$ cat src/hw/ecwl_pkg.sv
`default_nettype none
package ecwl_pkg;
    // EEPROM addressing and the presence signature.
    localparam int         EE_AW     = 9;
    localparam logic [7:0] SIGNATURE = 8'hA5;
    localparam logic [8:0] SIG_ADDR  = 9'h000;
    localparam logic [4:0] IMG_BYTES = 5'h14;

    // Field positions within the configuration words.
    localparam int C1_TXC = 23, C1_RXC = 22, C1_CLK125 = 21, C1_REF25 = 20;
    localparam int C1_OVL = 18, C1_U2X = 17, C1_XTAL = 16, C1_BOUT = 12;
    localparam int C1_BIN = 8, C1_SLP = 7, C1_SWING = 6, C1_MARGIN = 3;
    localparam int C1_DEEMPH = 1, C1_EBM = 0;
    localparam int C2_U1TO = 24, C2_HIRD = 16, C2_OVL = 15, C2_U2X = 14;
    localparam int C2_ADP = 13, C2_SPDUP = 12, C2_CLKSTOP = 11, C2_EEE = 10;
    localparam int C2_LPI = 9, C2_DPX = 8, C2_SPEED = 6, C2_HSCAL = 3;
    localparam int C2_FSCAL = 0, C3_SS = 16, C3_HS = 0;
    localparam int GP_EN = 48, GP_BUF = 32, GP_DIR = 16, GP_DAT = 0;

    // Masks that strip reserved positions from each word.
    localparam logic [31:0] C1_MASK = 32'h00F7FFFF;
    localparam logic [31:0] C2_MASK = 32'hFF1FFFFF;
    localparam logic [31:0] C3_MASK = 32'hFFFFFFFF;
    localparam logic [31:0] GP_MASK = 32'h0FFF0FFF;

    // Register byte offsets and bit positions.
    localparam logic [11:0] A_CTRL = 12'h000, A_STAT = 12'h004;
    localparam logic [11:0] A_CFG1 = 12'h008, A_CFG2 = 12'h00C;
    localparam logic [11:0] A_CFG3 = 12'h010, A_GPLO = 12'h014;
    localparam logic [11:0] A_GPHI = 12'h018;
    localparam int CTRL_RELOAD = 0, CTRL_W2WINS = 1;
    localparam int ST_BUSY = 0, ST_DONE = 1, ST_SIGOK = 2, ST_ERR = 3;
    localparam int ST_BUILTIN = 4;

    typedef enum logic [2:0] {
        S_IDLE  = 3'b000,
        S_REQ   = 3'b001,
        S_CHECK = 3'b010,
        S_APPLY = 3'b011,
        S_BOOT  = 3'b100
    } ecwl_state_e;

    typedef struct packed {logic txc_delay_en; logic rxc_delay_en;}
        ecwl_rgmii_s;
    typedef struct packed {
        logic gen_125mhz_clock_enable;
        logic ref_25mhz_out_enable;
        logic lowpower_link_up_speedup;
    } ecwl_hwcfg_s;
    typedef struct packed {logic crystal_suspend_disable;} ecwl_pmt_s;
    typedef struct packed {
        logic       lfps_overlap_check_enable;
        logic       deep_idle_exit_lfps;
        logic [3:0] bulk_out_burst_default;
        logic [3:0] bulk_in_burst_default;
        logic       utmi_sleep_enable;
        logic [4:0] resume_duration_threshold;
    } ecwl_usba_s;
    typedef struct packed {
        logic [7:0] shallow_idle_timeout;
        logic [2:0] highspeed_timeout_cal;
        logic [2:0] fullspeed_timeout_cal;
    } ecwl_usbb_s;
    typedef struct packed {
        logic [15:0] superspeed_detach_time;
        logic [15:0] highspeed_detach_time;
    } ecwl_usbc_s;
    typedef struct packed {
        logic       tx_swing_select;
        logic [2:0] tx_margin_select;
        logic [1:0] tx_deemph_select;
        logic       elastic_buf_mode;
    } ecwl_pipe_s;
    typedef struct packed {
        logic       auto_duplex_polarity;
        logic       lowpower_tx_clock_stop_enable;
        logic       energy_efficient_enable;
        logic       tx_idle_auto_removal_enable;
        logic       duplex_select;
        logic [1:0] speed_config;
    } ecwl_maccr_s;
    typedef struct packed {logic [11:0] direction; logic [11:0] data;}
        ecwl_gpioa_s;
    typedef struct packed {logic [11:0] enable; logic [11:0] buffer_type;}
        ecwl_gpiob_s;
    typedef struct packed {logic req; logic [EE_AW-1:0] addr;} ecwl_ee_cmd_s;
    typedef struct packed {logic ack; logic err; logic [7:0] data;}
        ecwl_ee_rsp_s;

    typedef struct packed {
        ecwl_state_e      st;
        logic [4:0]       idx;
        logic [7:0]       sig;
        logic [159:0]     img;
        logic [EE_AW-1:0] addr;
        logic             done;
        logic             sig_valid;
        logic             rd_err;
        logic             builtin;
        logic             word2_wins;
        logic [31:0]      rdata;
        logic [1:0]       deemph_drv;
        ecwl_rgmii_s      rgmii;
        ecwl_hwcfg_s      hwcfg;
        ecwl_pmt_s        pmt;
        ecwl_usba_s       usba;
        ecwl_usbb_s       usbb;
        ecwl_usbc_s       usbc;
        ecwl_pipe_s       pipe;
        ecwl_maccr_s      maccr;
        ecwl_gpioa_s      gpioa;
        ecwl_gpiob_s      gpiob;
    } ecwl_regs_s;

    // Reset image: every control field at its hardware default of zero.
    localparam ecwl_regs_s STATE_RST =
        '{st: S_BOOT, builtin: 1'b1, default: '0};
endpackage
`default_nettype wire

$ cat src/hw/ecwl_loader.sv
`default_nettype none
module ecwl_loader #(
    parameter logic [ecwl_pkg::EE_AW-1:0] IMG_BASE = 9'h004
) (
    input  wire logic                   pclk,
    input  wire logic                   presetn,
    input  wire logic                   psel,
    input  wire logic                   penable,
    input  wire logic                   pwrite,
    input  wire logic [11:0]            paddr,
    input  wire logic [31:0]            pwdata,
    output logic [31:0]                 prdata,
    output logic                        pready,
    output logic                        pslverr,
    output ecwl_pkg::ecwl_ee_cmd_s      ee_cmd,
    input  wire ecwl_pkg::ecwl_ee_rsp_s ee_rsp,
    input  wire logic                   otp_configured,
    input  wire logic                   compliance_mode,
    input  wire logic [1:0]             ltssm_deemph,
    output logic [1:0]                  pipe_tx_deemph,
    output logic                        desc_builtin,
    output ecwl_pkg::ecwl_rgmii_s       mac_rgmii_delay_reg,
    output ecwl_pkg::ecwl_hwcfg_s       hardware_config_reg,
    output ecwl_pkg::ecwl_pmt_s         power_mgmt_control_reg,
    output ecwl_pkg::ecwl_usba_s        usb_config_reg_a,
    output ecwl_pkg::ecwl_usbb_s        usb_config_reg_b,
    output ecwl_pkg::ecwl_usbc_s        usb_config_reg_c,
    output ecwl_pkg::ecwl_pipe_s        phy_interface_control_reg,
    output ecwl_pkg::ecwl_maccr_s       mac_control_reg,
    output ecwl_pkg::ecwl_gpioa_s       gpio_config_reg_a,
    output ecwl_pkg::ecwl_gpiob_s       gpio_config_reg_b
);
    import ecwl_pkg::*;

    ecwl_regs_s  r_reg;
    ecwl_regs_s  r_next;
    logic [31:0] w1;
    logic [31:0] w2;
    logic [31:0] w3;
    logic [31:0] gp_lo;
    logic [31:0] gp_hi;
    logic        apb_setup;
    logic        apb_access;

    // One 32-bit word of the captured image, word 0 being flags 1.
    function automatic logic [31:0] img_word(input logic [159:0] img,
                                             input int n);
        img_word = img[32*n +: 32];
    endfunction

    // True for every offset that the register map decodes.
    function automatic logic reg_hit(input logic [11:0] a);
        reg_hit = (a == A_CTRL) || (a == A_STAT) || (a == A_CFG1) ||
                  (a == A_CFG2) || (a == A_CFG3) || (a == A_GPLO) ||
                  (a == A_GPHI);
    endfunction

    // Captured words with reserved positions forced to zero.
    assign w1    = img_word(r_reg.img, 0) & C1_MASK;
    assign w2    = img_word(r_reg.img, 1) & C2_MASK;
    assign w3    = img_word(r_reg.img, 2) & C3_MASK;
    assign gp_lo = img_word(r_reg.img, 3) & GP_MASK;
    assign gp_hi = img_word(r_reg.img, 4) & GP_MASK;

    assign apb_setup  = psel && !penable;
    assign apb_access = psel && penable;

    // Read view of the register map; the image words read back masked.
    function automatic logic [31:0] reg_read(input ecwl_regs_s s,
                                             input logic [11:0] a);
        logic [31:0] v;
        v = 32'h0;
        case (a)
            A_CTRL: v[CTRL_W2WINS] = s.word2_wins;
            A_STAT:
            begin
                v[ST_BUSY]    = (s.st != S_IDLE);
                v[ST_DONE]    = s.done;
                v[ST_SIGOK]   = s.sig_valid;
                v[ST_ERR]     = s.rd_err;
                v[ST_BUILTIN] = s.builtin;
            end
            A_CFG1: v = w1;
            A_CFG2: v = w2;
            A_CFG3: v = w3;
            A_GPLO: v = gp_lo;
            A_GPHI: v = gp_hi;
            default: v = 32'h0;
        endcase
        reg_read = v;
    endfunction

    // Next-state logic: fetch sequencer, field loader and APB slave.
    always_comb
    begin
        r_next = r_reg;
        case (r_reg.st)
            S_BOOT:
            begin
                // A fresh load starts at the signature byte.
                r_next.idx    = 5'h00;
                r_next.addr   = SIG_ADDR;
                r_next.done   = 1'b0;
                r_next.rd_err = 1'b0;
                r_next.st     = S_REQ;
            end
            S_REQ:
            begin
                if (ee_rsp.ack && ee_rsp.err)
                begin
                    // A failed read ends the load with nothing applied.
                    r_next.rd_err = 1'b1;
                    r_next.done   = 1'b1;
                    r_next.st     = S_IDLE;
                end
                else if (ee_rsp.ack && r_reg.idx == 5'h00)
                begin
                    r_next.sig = ee_rsp.data;
                    r_next.st  = S_CHECK;
                end
                else if (ee_rsp.ack)
                begin
                    r_next.img[{r_reg.idx - 5'h01, 3'b000} +: 8] =
                        ee_rsp.data;
                    if (r_reg.idx == IMG_BYTES)
                    begin
                        r_next.st = S_APPLY;
                    end
                    else
                    begin
                        r_next.idx  = r_reg.idx + 5'h01;
                        r_next.addr = r_reg.addr + 9'h001;
                    end
                end
            end
            S_CHECK:
            begin
                if (r_reg.sig == SIGNATURE)
                begin
                    r_next.sig_valid = 1'b1;
                    r_next.builtin   = 1'b0;
                    r_next.idx       = 5'h01;
                    r_next.addr      = IMG_BASE;
                    r_next.st        = S_REQ;
                end
                else
                begin
                    // No EEPROM: control fields stay untouched, and the
                    // identity fields fall back to built-in descriptors
                    // unless the OTP store carries its own.
                    r_next.sig_valid = 1'b0;
                    r_next.builtin   = !otp_configured;
                    r_next.done      = 1'b1;
                    r_next.st        = S_IDLE;
                end
            end
            S_APPLY:
            begin
                r_next.rgmii.txc_delay_en = w1[C1_TXC];
                r_next.rgmii.rxc_delay_en = w1[C1_RXC];
                r_next.hwcfg.gen_125mhz_clock_enable =
                    w1[C1_CLK125];
                r_next.hwcfg.ref_25mhz_out_enable = w1[C1_REF25];
                r_next.hwcfg.lowpower_link_up_speedup =
                    w2[C2_SPDUP];
                // Word 2 holds a second copy of two USB controls; the
                // word2_wins control picks it, otherwise word 1 wins.
                r_next.usba.lfps_overlap_check_enable = r_reg.word2_wins ?
                    w2[C2_OVL] : w1[C1_OVL];
                r_next.usba.deep_idle_exit_lfps = r_reg.word2_wins ?
                    w2[C2_U2X] : w1[C1_U2X];
                r_next.pmt.crystal_suspend_disable = w1[C1_XTAL];
                r_next.usba.bulk_out_burst_default =
                    w1[C1_BOUT +: 4];
                r_next.usba.bulk_in_burst_default =
                    w1[C1_BIN +: 4];
                r_next.usba.utmi_sleep_enable = w1[C1_SLP];
                r_next.usba.resume_duration_threshold =
                    w2[C2_HIRD +: 5];
                r_next.pipe.tx_swing_select  = w1[C1_SWING];
                r_next.pipe.tx_margin_select =
                    w1[C1_MARGIN +: 3];
                r_next.pipe.tx_deemph_select =
                    w1[C1_DEEMPH +: 2];
                // Loaded from flags 1 bit 0 like the PIPE transmit fields,
                // and driven out with them on phy_interface_control_reg.
                r_next.pipe.elastic_buf_mode = w1[C1_EBM];
                r_next.usbb.shallow_idle_timeout =
                    w2[C2_U1TO +: 8];
                r_next.usbb.highspeed_timeout_cal =
                    w2[C2_HSCAL +: 3];
                r_next.usbb.fullspeed_timeout_cal =
                    w2[C2_FSCAL +: 3];
                r_next.maccr.auto_duplex_polarity = w2[C2_ADP];
                r_next.maccr.lowpower_tx_clock_stop_enable =
                    w2[C2_CLKSTOP];
                r_next.maccr.energy_efficient_enable =
                    w2[C2_EEE];
                r_next.maccr.tx_idle_auto_removal_enable =
                    w2[C2_LPI];
                r_next.maccr.duplex_select = w2[C2_DPX];
                r_next.maccr.speed_config = w2[C2_SPEED +: 2];
                r_next.usbc.superspeed_detach_time =
                    w3[C3_SS +: 16];
                r_next.usbc.highspeed_detach_time =
                    w3[C3_HS +: 16];
                r_next.gpiob.enable      = gp_hi[GP_EN - 32 +: 12];
                r_next.gpiob.buffer_type = gp_hi[GP_BUF - 32 +: 12];
                r_next.gpioa.direction   = gp_lo[GP_DIR +: 12];
                r_next.gpioa.data        = gp_lo[GP_DAT +: 12];
                r_next.done = 1'b1;
                r_next.st   = S_IDLE;
            end
            S_IDLE:
            begin
                r_next.st = S_IDLE;
            end
            default:
            begin
                r_next.st = S_IDLE;
            end
        endcase

        // Compliance mode hands de-emphasis to the link state machine.
        r_next.deemph_drv = compliance_mode ? ltssm_deemph :
            r_reg.pipe.tx_deemph_select;

        // Read data is captured in the setup cycle so it leaves a flop.
        if (apb_setup)
        begin
            r_next.rdata = reg_hit(paddr) ? reg_read(r_reg, paddr) : 32'h0;
        end

        // A reload asked for while a load runs is dropped on purpose.
        if (apb_access && pwrite && paddr == A_CTRL)
        begin
            r_next.word2_wins = pwdata[CTRL_W2WINS];
            if (pwdata[CTRL_RELOAD] && r_reg.st == S_IDLE)
            begin
                r_next.st = S_BOOT;
            end
        end
    end

    // The whole block state sits in one register.
    always_ff @(posedge pclk or negedge presetn)
    begin
        if (!presetn)
        begin
            r_reg <= STATE_RST;
        end
        else
        begin
            r_reg <= r_next;
        end
    end

    // The slave never waits; unmapped offsets answer with an error.
    assign pready  = 1'b1;
    assign pslverr = apb_access && !reg_hit(paddr);
    assign prdata  = r_reg.rdata;

    assign ee_cmd.req  = (r_reg.st == S_REQ);
    assign ee_cmd.addr = r_reg.addr;

    assign pipe_tx_deemph            = r_reg.deemph_drv;
    assign desc_builtin              = r_reg.builtin;
    assign mac_rgmii_delay_reg       = r_reg.rgmii;
    assign hardware_config_reg       = r_reg.hwcfg;
    assign power_mgmt_control_reg    = r_reg.pmt;
    assign usb_config_reg_a          = r_reg.usba;
    assign usb_config_reg_b          = r_reg.usbb;
    assign usb_config_reg_c          = r_reg.usbc;
    assign phy_interface_control_reg = r_reg.pipe;
    assign mac_control_reg           = r_reg.maccr;
    assign gpio_config_reg_a         = r_reg.gpioa;
    assign gpio_config_reg_b         = r_reg.gpiob;
endmodule
`default_nettype wire

$ cat config.mk
export PLATFORM = sky130hd
export DESIGN_NAME = ecwl_loader
export DESIGN_NICKNAME = d
export VERILOG_FILES = /design/src/hw/ecwl_pkg.sv /design/src/hw/ecwl_loader.sv
export SDC_FILE = /design/constraint.sdc
export NUM_CORES = 1
export LEC_CHECK = 0
export ABC_CLOCK_PERIOD_IN_PS = 3500
export BUFFER_PORTS_ARGS = -buffer_cell sky130_fd_sc_hd__buf_4
export CAP_MARGIN = 20
export CORE_ASPECT_RATIO = 0.5
export CORE_UTILIZATION = 45
export DETAILED_ROUTE_END_ITERATION = 7
export PLACE_DENSITY = 0.66
export SYNTH_ARGS = -nofsm -noshare
export SYNTH_HDL_FRONTEND = slang
export SYNTH_SLANG_ARGS = --single-unit
$ cat constraint.sdc
create_clock -name pclk -period 3.5 [get_ports pclk]
set_clock_uncertainty 0.2 [all_clocks]
set_input_delay 0.525 -clock pclk [delete_from_list [all_inputs] [get_ports pclk]]
set_output_delay 0.525 -clock pclk [all_outputs]
set_load 0.05 [all_outputs]
Word-level counts from Yosys, hierarchy flattened
Index checks and enable logic that the tools add are counted.
{"block": "word_totals", "reg_bits": 354, "inputBits": 63, "out_inout_bits": 177, "elab_cells": 133}
{"block": "classes", "addsub": 4, "n_eq_ne": 19, "shifts": 2, "mux": 34, "n_bitwise": 2, "reduce_logical": 29}
{"op": "$mux 169", "count": 2}
{"op": "$mux 182", "count": 1}
{"op": "$bwmux 160", "count": 1}
{"op": "$shift 8x10->160 const A", "count": 1}
{"op": "$shiftx 8x10->160", "count": 1}
{"op": "$pmux 27 s5", "count": 1}
{"op": "$eq 12x5->1 const B", "count": 3}
{"op": "$mux 32", "count": 1}
{"op": "$pmux 9 s3", "count": 1}
{"op": "$eq 12x4->1 const B", "count": 2}
{"op": "$mux 9", "count": 2}
{"op": "$pmux 3 s6", "count": 1}
{"op": "$mux 8", "count": 2}
{"op": "$mux 3", "count": 5}
{"op": "$mux 5", "count": 3}
{"op": "$pmux 5 s3", "count": 1}
{"op": "$eq 12x3->1 const B", "count": 1}
{"op": "$logic_not 12->1", "count": 1}
{"op": "$ne 2x2->1 const B", "count": 5}
{"op": "$neg 8->10", "count": 1}
{"op": "$add 9x1->9 const B", "count": 1}
{"op": "$pmux 3 s3", "count": 1}
{"op": "$eq 8x8->1 const B", "count": 1}
{"op": "$logic_and 1x1->1", "count": 8}
{"op": "25 further kinds", "count": 43}

Logic depth before layout (Yosys ltp)
Gate-level depths: netlist of run 1.
{"block": "depth", "ltp_word": 9, "mapped_depth": 9, "depth_no_buf": 7}

Worst setup path before layout of run 1
OpenSTA, ideal clock, no wires.
{"block": "synth_timing", "path_type": "flip-flop to flip-flop", "start": "register r_reg[346] (netlist name)", "end": "register (tool-made name)", "setup_ns": 0.125, "arrival_time_ns": 2.465, "t_required_ns": 3.175, "path_slack_ns": 0.710, "path_stages_with_launch": 9, "path_buffers": 1, "synth_period_minus_slack_ns": 2.790, "cell_sequence": "dfrtp_1 > inv_1 > ha_1 > nor3b_1 > nor2_1 > a221o_1 > buf_4 > a21oi_4 > mux2_2"}
{"item": "from (decl)", "line_no": "ecwl_loader.sv:35", "text": "ecwl_regs_s r_reg;"}
{"item": "from (signal assigned)", "line_no": "ecwl_loader.sv:254", "text": "r_reg <= r_next;"}

==> reports/metrics.csv, run 1 <==
stage,metric,value,unit
run_status,status,completed,
yosys,synth.area.mux_share,0.216,
route,drt_iter0_drc,661,
hold_path,min_path_type,in2reg,
sta,finalSetupTns,0,ns
yosys,yosysSeqAreaShare,0.521,
yosys,synthSimpleGateAreaFrac,0.0687,
layout,drive_above_1_share,0.406,
clock_tree,path_clk_slew,0.07,ns
yosys,synth_edf_count,0,
sta,slew_headroom,0.397,
clock_tree,cts_buffer_depth,3,
yosys,synth.ff_latch_count,326,
sta,hold_viol,0,
route,drt-pass1-iter-count,5,
route,vias,9926,
placement,place_area,0.0167,mm2
floorplanning,initial_utilization,0.465,
layout,design_area,0.0177,mm2
route,routed_wl,39900,um
route,viasPerCell,5.40,
placement,io_buffers,208,
clock_tree,cts_tree,built,
placement,dp_slack,0.278,ns
clock_tree,worst_skew_pair.late_latency,0.58,ns
pwr,power,7.62,mW
setup_path,crit_arrival,3.54,ns
placement,gp_congestion,0.906,
yosys,synth_compound_area_frac,0.0771,
layout,multi_input_area,0.00586,mm2
yosys,yosys_warnings,0,
layout,nets,1427,
grt,grt_pass1_vias,10500,
yosys,ys.flop_type,dfrtp_1,
clock_tree,cts_buffers,29,
pwr,leakagePower,8.94,nW
clock_tree,h-tree-depth,1,
job,cap_violations,0,
setup_path,slowest_delay,0.62,ns
yosys,async_reset_ff_frac,1.00,
placement,hpwlAfterDp,28600,um
yosys,synth_area,0.0157,mm2
floorplanning,die_h,134,um
route,drc,0,
layout,seqCellArea,0.00816,mm2
sta,setup_ws,0.227,ns
route,post_drt_wl_per_cell,21.7,um
clock_tree,clockRootBuffer,clkbuf_16,
layout,final_cell_mix,"dfrtp_1, mux2_2, buf_4, nand2_1, mux2i_1",
yosys,avgSynthCellArea,12.1,um2
sta,setup_viol_count_final,0,
setup_path,cp_max_fo,8,
sta,fin_crit_sh,0.935,
pwr,vdd_drop_max,0.367,mV
grt,antenna_found_initial,2,
layout,syn_to_final_growth,13.2,%
layout,final.fill_count,2964,
yosys,synthAdderAreaFrac,0.00799,
route,ant_nets,0,
floorplanning,core-area,0.0336,mm2
pwr,p_per_area,430,mW/mm2
layout,diodes,0,
yosys,synth_top_family_by_area,multiplexers,
yosys,netlist_instances,1297,
clock_tree,clkSinkCount,326,
grt,grt_util_all_layers,0.228,
setup_path,cp-end-kind,flip-flop,
grt,grt_max_degree,110,
setup_path,cp_cell_sequence,"inv_1, ha_1, nor3b_1, and2_1, mux2i_2, a21oi_2, mux2_2",
sta,post-route-min-period,3.27,ns
floorplanning,rows,47,
clock_tree,cts_setup_buffers,0,
grt,grt_pass1_wl,62800,um
setup_path,worstPathRequired,3.77,ns
layout,layout_commonest_cell,dfrtp_1,
sta,tightest_slew,0.905,ns
setup_path,worst_path_max_delay_cell,nor3b_1,
setup_path,critPathLaunchType,flip-flop,
sta,rsz0062_at_grt,no,
setup_path,worst-setup-path-type,reg2reg,
yosys,synthXorXnorAreaFrac,0.00392,
floorplanning,dieArea,0.0356,mm2
floorplanning,num_io_pins,240,
yosys,synth_nets,1370,
floorplanning,die_w,266,um
sta,max_freq,306,MHz
sta,slew_violations,0,
yosys,yosys.cell_types.count,64,
grt,gr-total-overflow,0,
## cells by family after synthesis
| kind of cell | count (synthesis) |
|---|---|
| flip-flops | 326 |
| buffers and inverters | 260 |
| AO/OA/AOI/OAI | 164 |
| other | 1 |
| AND/OR/NAND/NOR | 222 |
| multiplexers | 307 |
| XOR/XNOR | 7 |
| adder cells (fa/ha/maj) | 10 |
## critical path, delay by kind of cell, from the launching register on
kind / cells / cell delay (ns)
simple gates: 2 / 0.85
flops: 1 / 0.45
compound gates: 1 / 0.60
fa+ha+maj: 1 / 0.24
mux: 2 / 0.64
buf+inv: 1 / 0.18
## cells in the mapped netlist (5+ instances only)
| cell | n | share of area |
|---|---|---|
| a22oi_1 | 7 | 0.0034 |
| mux2i_1 | 64 | 0.041 |
| xnor2_1 | 5 | 0.0028 |
| buf_1 | 9 | 0.0022 |
| buf_4 | 176 | 0.084 |
| o22ai_1 | 13 | 0.0052 |
| nor2b_1 | 5 | 0.0020 |
| and2_1 | 26 | 0.010 |
| clkbuf_1 | 41 | 0.0098 |
| a21oi_1 | 28 | 0.0090 |
| mux2_2 | 242 | 0.17 |
| a211oi_1 | 5 | 0.0024 |
| a21oi_4 | 7 | 0.0073 |
| ha_1 | 10 | 0.0080 |
| a221oi_1 | 13 | 0.0073 |
| and3_1 | 9 | 0.0036 |
| a21oi_2 | 6 | 0.0034 |
| o21bai_1 | 7 | 0.0034 |
| nor2_1 | 57 | 0.014 |
| nor3_1 | 10 | 0.0032 |
| nand2_1 | 75 | 0.018 |
| dfrtp_1 | 324 | 0.52 |
| nand2b_1 | 9 | 0.0036 |
| inv_1 | 31 | 0.0074 |
| nand3_1 | 13 | 0.0042 |
| o2111ai_1 | 5 | 0.0028 |
| o21ai_0 | 38 | 0.012 |
## area by class of cell
class / instances / share of cell area
Sequential cell: 326 / 0.461
Multi-Input combinational cell: 711 / 0.331
Timing Repair Buffer: 255 / 0.114
Clock buffer: 43 / 0.0479
Tap cell: 465 / 0.0328
Clock inverter: 8 / 0.00763
Inverter: 31 / 0.00657
## worst paths after layout
| check | end | cells past startpoint | slack (ns) | startpoint |
|---|---|---|---|---|
| min in group asynchronous | r_reg[338] | 2 | 0.43 | presetn |
| hold reg to reg | gpio_config_reg_b[12] | 2 | 0.29 | gpio_config_reg_b[12] |
| hold / removal | r_reg[353] | 3 | 0.06 | penable |
| setup reg to reg | flip-flop | 7 | 0.23 | r_reg[347] |
| max in group asynchronous | async pin | 3 | 1.81 | presetn |
| setup / recovery | flip-flop | 7 | 0.23 | r_reg[347] |
## layer usage
metal  up-vias  share of wire  GRT usage
met5         -              0          0
met3        61          0.042     0.0364
met4         0          0.030     0.0655
met2       187           0.48      0.377
met1      5186           0.44      0.313
li1       4492              -          -
## report_power, final
| part | switching, mW | total (mW) | internal (mW) |
|---|---|---|---|
| Combinational | 0.340 | 0.478 | 0.138 |
| Sequential | 0.0194 | 3.81 | 3.79 |
| Clock | 1.43 | 3.32 | 1.90 |
| Total | 1.79 | 7.62 | 5.83 |
## through the flow
step | hold WS, ns | util | cells
after floorplan | 0.0294 | - | 1297
after global placement | 0.271 | 0.495 | 1780
after detailed placement | 0.280 | 0.495 | 1780
after CTS | 0.0418 | 0.527 | 1839
after global routing | 0.0723 | 0.527 | 1839
final | 0.0617 | 0.527 | 1839
## what timing repair did
| item | CTS | global route |
|---|---|---|
| gates resized for setup | 0 | 0 |
| hold buffers | 8 | 0 |
| hold endpoints to repair | 105 | 0 |
(Power assumes the default switching activity.)
==> inputs of run 2 (changes only) <==
--- a/config.mk
+++ b/config.mk
@@ -8,10 +8,13 @@
 export ABC_CLOCK_PERIOD_IN_PS = 3500
 export BUFFER_PORTS_ARGS = -buffer_cell sky130_fd_sc_hd__buf_4
 export CAP_MARGIN = 20
+export CELL_PAD_IN_SITES_DETAIL_PLACEMENT = 0
+export CELL_PAD_IN_SITES_GLOBAL_PLACEMENT = 1
 export CORE_ASPECT_RATIO = 0.5
 export CORE_UTILIZATION = 45
+export CTS_CLUSTER_SIZE = 20
 export DETAILED_ROUTE_END_ITERATION = 7
-export PLACE_DENSITY = 0.66
+export PLACE_DENSITY_LB_ADDON = 0.1
 export SYNTH_ARGS = -nofsm -noshare
 export SYNTH_HDL_FRONTEND = slang
 export SYNTH_SLANG_ARGS = --single-unit
==> run 2 against run 1 <==
Routed wire length hardly changed. Register-to-register slack got worse by 0.07 ns. Die area is the same. Largest power group unchanged.
==> reports/metrics.csv, run 2 (same netlist as run 1, synthesis figures left out) <==
stage,metric,value,unit
run_status,status,completed,
floorplanning,die_h,134,um
layout,design_area,0.0177,mm2
setup_path,critPathLaunchType,flip-flop,
sta,slew_violations,0,
sta,slew_headroom,0.414,
grt,grt_util_all_layers,0.226,
job,cap_violations,0,
floorplanning,initial_utilization,0.465,
route,drt_iter0_drc,661,
placement,gp_congestion,0.824,
sta,setup_viol_count_final,0,
clock_tree,clkSinkCount,326,
setup_path,worst-setup-path-type,reg2reg,
placement,dp.cells,1776,
pwr,p_per_area,434,mW/mm2
clock_tree,cts_resized,0,
floorplanning,die_w,266,um
layout,multi_input_area,0.00586,mm2
clock_tree,cts_buffer_depth,3,
setup_path,cp_max_fo,8,
sta,fin_crit_sh,0.956,
sta,max_freq,299,MHz
sta,post-route-min-period,3.35,ns
placement,dp_slack,0.217,ns
clock_tree,cts_buffers,30,
placement,io_buffers,208,
route,vias,9891,
grt,grt_pass1_vias,10300,
clock_tree,path_clk_slew,0.07,ns
route,routed_wl,39900,um
layout,final_cell_mix,"dfrtp_1, mux2_2, buf_4, nand2_1, mux2i_1",
setup_path,crit_arrival,3.58,ns
clock_tree,clockRootBuffer,clkbuf_16,
placement,place_area,0.0166,mm2
layout,final_cells,1840,
layout,drive_above_1_share,0.406,
sta,finalSetupTns,0,ns
pwr,vdd_drop_max,0.355,mV
floorplanning,rows,47,
setup_path,worstPathRequired,3.74,ns
floorplanning,num_io_pins,240,
clock_tree,cts_tree,built,
grt,gr-total-overflow,0,
route,viasPerCell,5.38,
placement,hpwlAfterDp,27800,um
layout,layout_commonest_cell,dfrtp_1,
clock_tree,cts_setup_buffers,0,
route,drt-pass1-iter-count,5,
layout,seqCellArea,0.00816,mm2
clock_tree,h-tree-depth,1,
setup_path,cp-end-kind,flip-flop,
grt,grt_max_degree,98,
floorplanning,dieArea,0.0356,mm2
layout,nets,1424,
route,ant_nets,0,
sta,hold_viol,0,
route,drc,0,
sta,tightest_slew,0.876,ns
layout,final.fill_count,3020,
pwr,leakagePower,8.95,nW
floorplanning,core-area,0.0336,mm2
route,post_drt_wl_per_cell,21.7,um
clock_tree,worst_skew_pair.late_latency,0.57,ns
grt,grt_pass1_wl,61700,um
hold_path,min_path_type,in2reg,
sta,rsz0062_at_grt,no,
sta,setup_ws,0.155,ns
grt,antenna_found_initial,3,
layout,syn_to_final_growth,13.2,%
## run 2: repair_timing
action,4_1_cts,5_1_grt
hold buffers,8,0
hold endpoints to repair,91,0
endpoints found under the setup margin,0,0
## run 2: worst paths after layout
kind / slack (ns) / cells past startpoint / to / start
min in group asynchronous: 0.40 / 2 / usb_config_reg_c[29] / presetn
worst max-delay path: 0.15 / 7 / flip-flop / r_reg[347]
worst min-delay path: 0.09 / 3 / r_reg[353] / pwrite
worst min register to register: 0.27 / 2 / prdata[30] / prdata[30]
worst max register to register: 0.15 / 7 / flip-flop / r_reg[347]
max in group asynchronous: 1.78 / 3 / async pin / presetn
## run 2: routing by layer
| layer | share of wire | vias to the layer above | routed length (um) | GRT usage |
|---|---|---|---|---|
| li1 | - | 4484 | - | - |
| met1 | 0.47 | 5183 | 18700 | 0.320 |
| met2 | 0.48 | 182 | 19100 | 0.373 |
| met3 | 0.039 | 42 | 1570 | 0.0345 |
| met4 | 0.014 | 0 | 577 | 0.0383 |
| met5 | 0 | - | 0 | 0 |
## run 2: cell type report
| type | count | share of cell area |
|---|---|---|
| antenna | 1 | 0.000141 |
| timing repair buffer | 251 | 0.111 |
| multi-input combinational | 711 | 0.331 |
| clock inverter | 7 | 0.00494 |
| sequential | 326 | 0.460 |
| tap | 465 | 0.0328 |
| clock buffer | 48 | 0.0530 |
| inverter | 31 | 0.00657 |
## run 2: report_power, final
part           internal (mW)  switching [mW]  total [mW]  leakage [nW]
clock network           1.98            1.43        3.41         0.506
logic                  0.133           0.337       0.469          4.07
registers               3.79          0.0236        3.82          4.37
## run 2: through the flow
step | power [mW] | hold WS [ns] | utilization
after global placement | 4.35 | 0.261 | 0.494
after detailed placement | 4.35 | 0.257 | 0.494
after global routing | 7.96 | 0.0863 | 0.527
final | 7.70 | 0.0948 | 0.527
after floorplan | 4.14 | 0.0294 | -
after CTS | 7.78 | 0.0597 | 0.527
## run 2: worst max-delay path, stage by stage, from the launching register on
cell,delay (ns)
dfrtp_1,0.45
inv_1,0.17
ha_1,0.25
nor3b_1,0.58
nor2_1,0.08
a221o_1,0.61
a21oi_4,0.48
mux2_2,0.40
==> inputs of run 3 (changes only) <==
--- a/config.mk
+++ b/config.mk
@@ -15,6 +15,7 @@
 export CTS_CLUSTER_SIZE = 20
 export DETAILED_ROUTE_END_ITERATION = 7
 export PLACE_DENSITY_LB_ADDON = 0.1
+export REMOVE_ABC_BUFFERS = 1
 export SYNTH_ARGS = -nofsm -noshare
 export SYNTH_HDL_FRONTEND = slang
 export SYNTH_SLANG_ARGS = --single-unit
==> run 3 against run 2 <==
Sequential share of layout area is essentially flat. Hold slack gained 0.027 ns. Routed wire length grew 1.8%. First-iteration DRC count grew 5.9%. Combinational power grew 2%. Die area is the same. Worst setup slack gained 0.094 ns. Core utilization is essentially flat. Cell count grew 0.22%. Sequential power is essentially flat. Power shrank 2.0%. Fmax grew 2.9%.
==> reports/metrics.csv, run 3 (same netlist as run 1, synthesis figures left out) <==
stage,metric,value,unit
clock_tree,cts_resized,0,
pwr,p_comb_frac,0.063,
floorplanning,die_h,134,um
setup_path,critical-path-top-delay-family,compound AO/OA/AOI/OAI gates,
sta,rsz0062_at_grt,no,
setup_path,cp_num_buf_inv,1,
sta,hold_viol,0,
clock_tree,cts_setup_buffers,0,
layout,syn_to_final_growth,13.1,%
pwr,seqPwrFrac,0.505,
route,vias,9942,
route,post_drt_wl_per_cell,22.0,um
floorplanning,dieArea,0.0356,mm2
clock_tree,path_clk_slew,0.07,ns
floorplanning,core-area,0.0336,mm2
sta,slew_headroom,0.428,
pwr,p_per_area,426,mW/mm2
layout,drive_above_1_share,0.406,
route,drt-pass1-iter-count,5,
sta,finalSetupTns,0,ns
setup_path,worst_path_max_delay_cell,a21oi_2,
layout,layout_commonest_cell,dfrtp_1,
setup_path,crit_arrival,3.54,ns
route,drt_iter0_drc,700,
layout,final_cell_mix,"dfrtp_1, buf_4, mux2_2, nand2_1, mux2i_1",
setup_path,critPathLaunchType,flip-flop,
clock_tree,cts_buffer_depth,3,
pwr,p_int,5.76,mW
route,routed_wl,40600,um
clock_tree,cts_tree,built,
grt,grt_max_degree,85,
setup_path,worstPathRequired,3.79,ns
setup_path,worst-setup-path-type,reg2reg,
layout,nets,1432,
sta,fin_crit_sh,0.929,
placement,hpwlAfterDp,28300,um
clock_tree,clkSinkCount,326,
layout,final.fill_count,3058,
placement,gp_congestion,0.850,
setup_path,cp-end-kind,flip-flop,
floorplanning,num_io_pins,240,
layout,final_cells,1844,
clock_tree,clockRootBuffer,clkbuf_16,
layout,diodes,0,
hold_path,min_path_type,in2reg,
clock_tree,cts_buffers,29,
floorplanning,die_w,266,um
job,cap_violations,0,
grt,antenna_found_initial,1,
sta,setup_viol_count_final,0,
setup_path,cp_cell_sequence,"inv_1, ha_1, nand2_1, nand3_1, a221o_1, a21oi_2, mux2i_1",
route,viasPerCell,5.39,
clock_tree,worst_skew_pair.late_latency,0.58,ns
grt,grt_pass1_vias,10100,
sta,tightest_slew,0.856,ns
clock_tree,ctsHoldBuffers,7,
pwr,leakagePower,8.95,nW
grt,grt_util_all_layers,0.230,
pwr,swShare,0.237,
setup_path,cp_max_fo,8,
run_status,status,completed,
setup_path,slowest_delay,0.68,ns
pwr,pwr-share-clk,0.431,
grt,grt_pass1_wl,62200,um
layout,design_area,0.0177,mm2
pwr,p_sw,1.78,mW
clock_tree,h-tree-depth,1,
placement,io_buffers,208,
route,ant_nets,0,
placement,dp.cells,1785,
sta,slew_violations,0,
sta,max_freq,308,MHz
placement,place_area,0.0167,mm2
route,drc,0,
pwr,power,7.54,mW
pwr,vdd_drop_max,0.301,mV
floorplanning,rows,47,
grt,gr-total-overflow,0,
sta,post-route-min-period,3.25,ns
floorplanning,initial_utilization,0.465,
==> run 3: cell types whose count changed in the layout (fill, tap and decap cells not counted) <==
cell	before	now
inv_16	0	1
clkbuf_8	10	7
clkinvlp_4	1	0
clkinv_2	4	2
clkbuf_16	31	29
buf_4	237	246
clkbuf_1	7	10
diode_2	1	0
==> run 3: final timing paths <==
check	from	end	slack (ns)	cells after the start
max	r_reg[347]	flip-flop	0.25	7
min	ee_rsp[3]	flip-flop	0.12	3
max reg2reg	r_reg[347]	flip-flop	0.25	7
min reg2reg	prdata[29]	prdata[29]	0.29	2
max in group asynchronous	presetn	desc_builtin	1.83	3
min in group asynchronous	presetn	usb_config_reg_b[4]	0.33	2
==> run 3: through the flow <==
stage               utilization  hold WS (ns)  setup slack [ns]
CTS                       0.526       0.00261             0.271
global route              0.526         0.101            0.0604
global placement          0.496         0.267             0.371
floorplan                     -        0.0294             -1.56
detailed placement        0.496         0.271             0.286
finish                    0.526         0.122             0.249
==> run 3: worst min-delay path: stages <==
cell and delay (ns):
buf_4 0.19, nand2_1 0.08, mux2i_1 0.06
==> run 3: per-layer routing <==
| metal | global-route usage | up-vias | share of wire |
|---|---|---|---|
| li1 | - | 4497 | - |
| met1 | 0.336 | 5177 | 0.46 |
| met2 | 0.367 | 230 | 0.48 |
| met3 | 0.0408 | 38 | 0.053 |
| met4 | 0.0326 | 0 | 0.011 |
| met5 | 0 | - | 0 |
==> run 3: final cells by class <==
cell class                      count  area (um2)  area share
Inverter                           31         116     0.00657
Tap cell                          465         582      0.0329
Clock buffer                       46         860      0.0485
Sequential cell                   326        8160       0.461
Clock inverter                      5        90.1     0.00509
Timing Repair Buffer              260        2040       0.115
Multi-Input combinational cell    711        5860       0.331
==> run 3: power groups by stage <==
stage / clock, mW / combinational (mW) / sequential, mW
2_1_floorplan: 0 / 0.121 / 3.96
3_3_place_gp: 0 / 0.468 / 3.88
3_5_place_dp: 0 / 0.477 / 3.88
4_1_cts: 3.34 / 0.483 / 3.81
5_1_grt: 3.49 / 0.515 / 3.81
6_report: 3.25 / 0.478 / 3.81
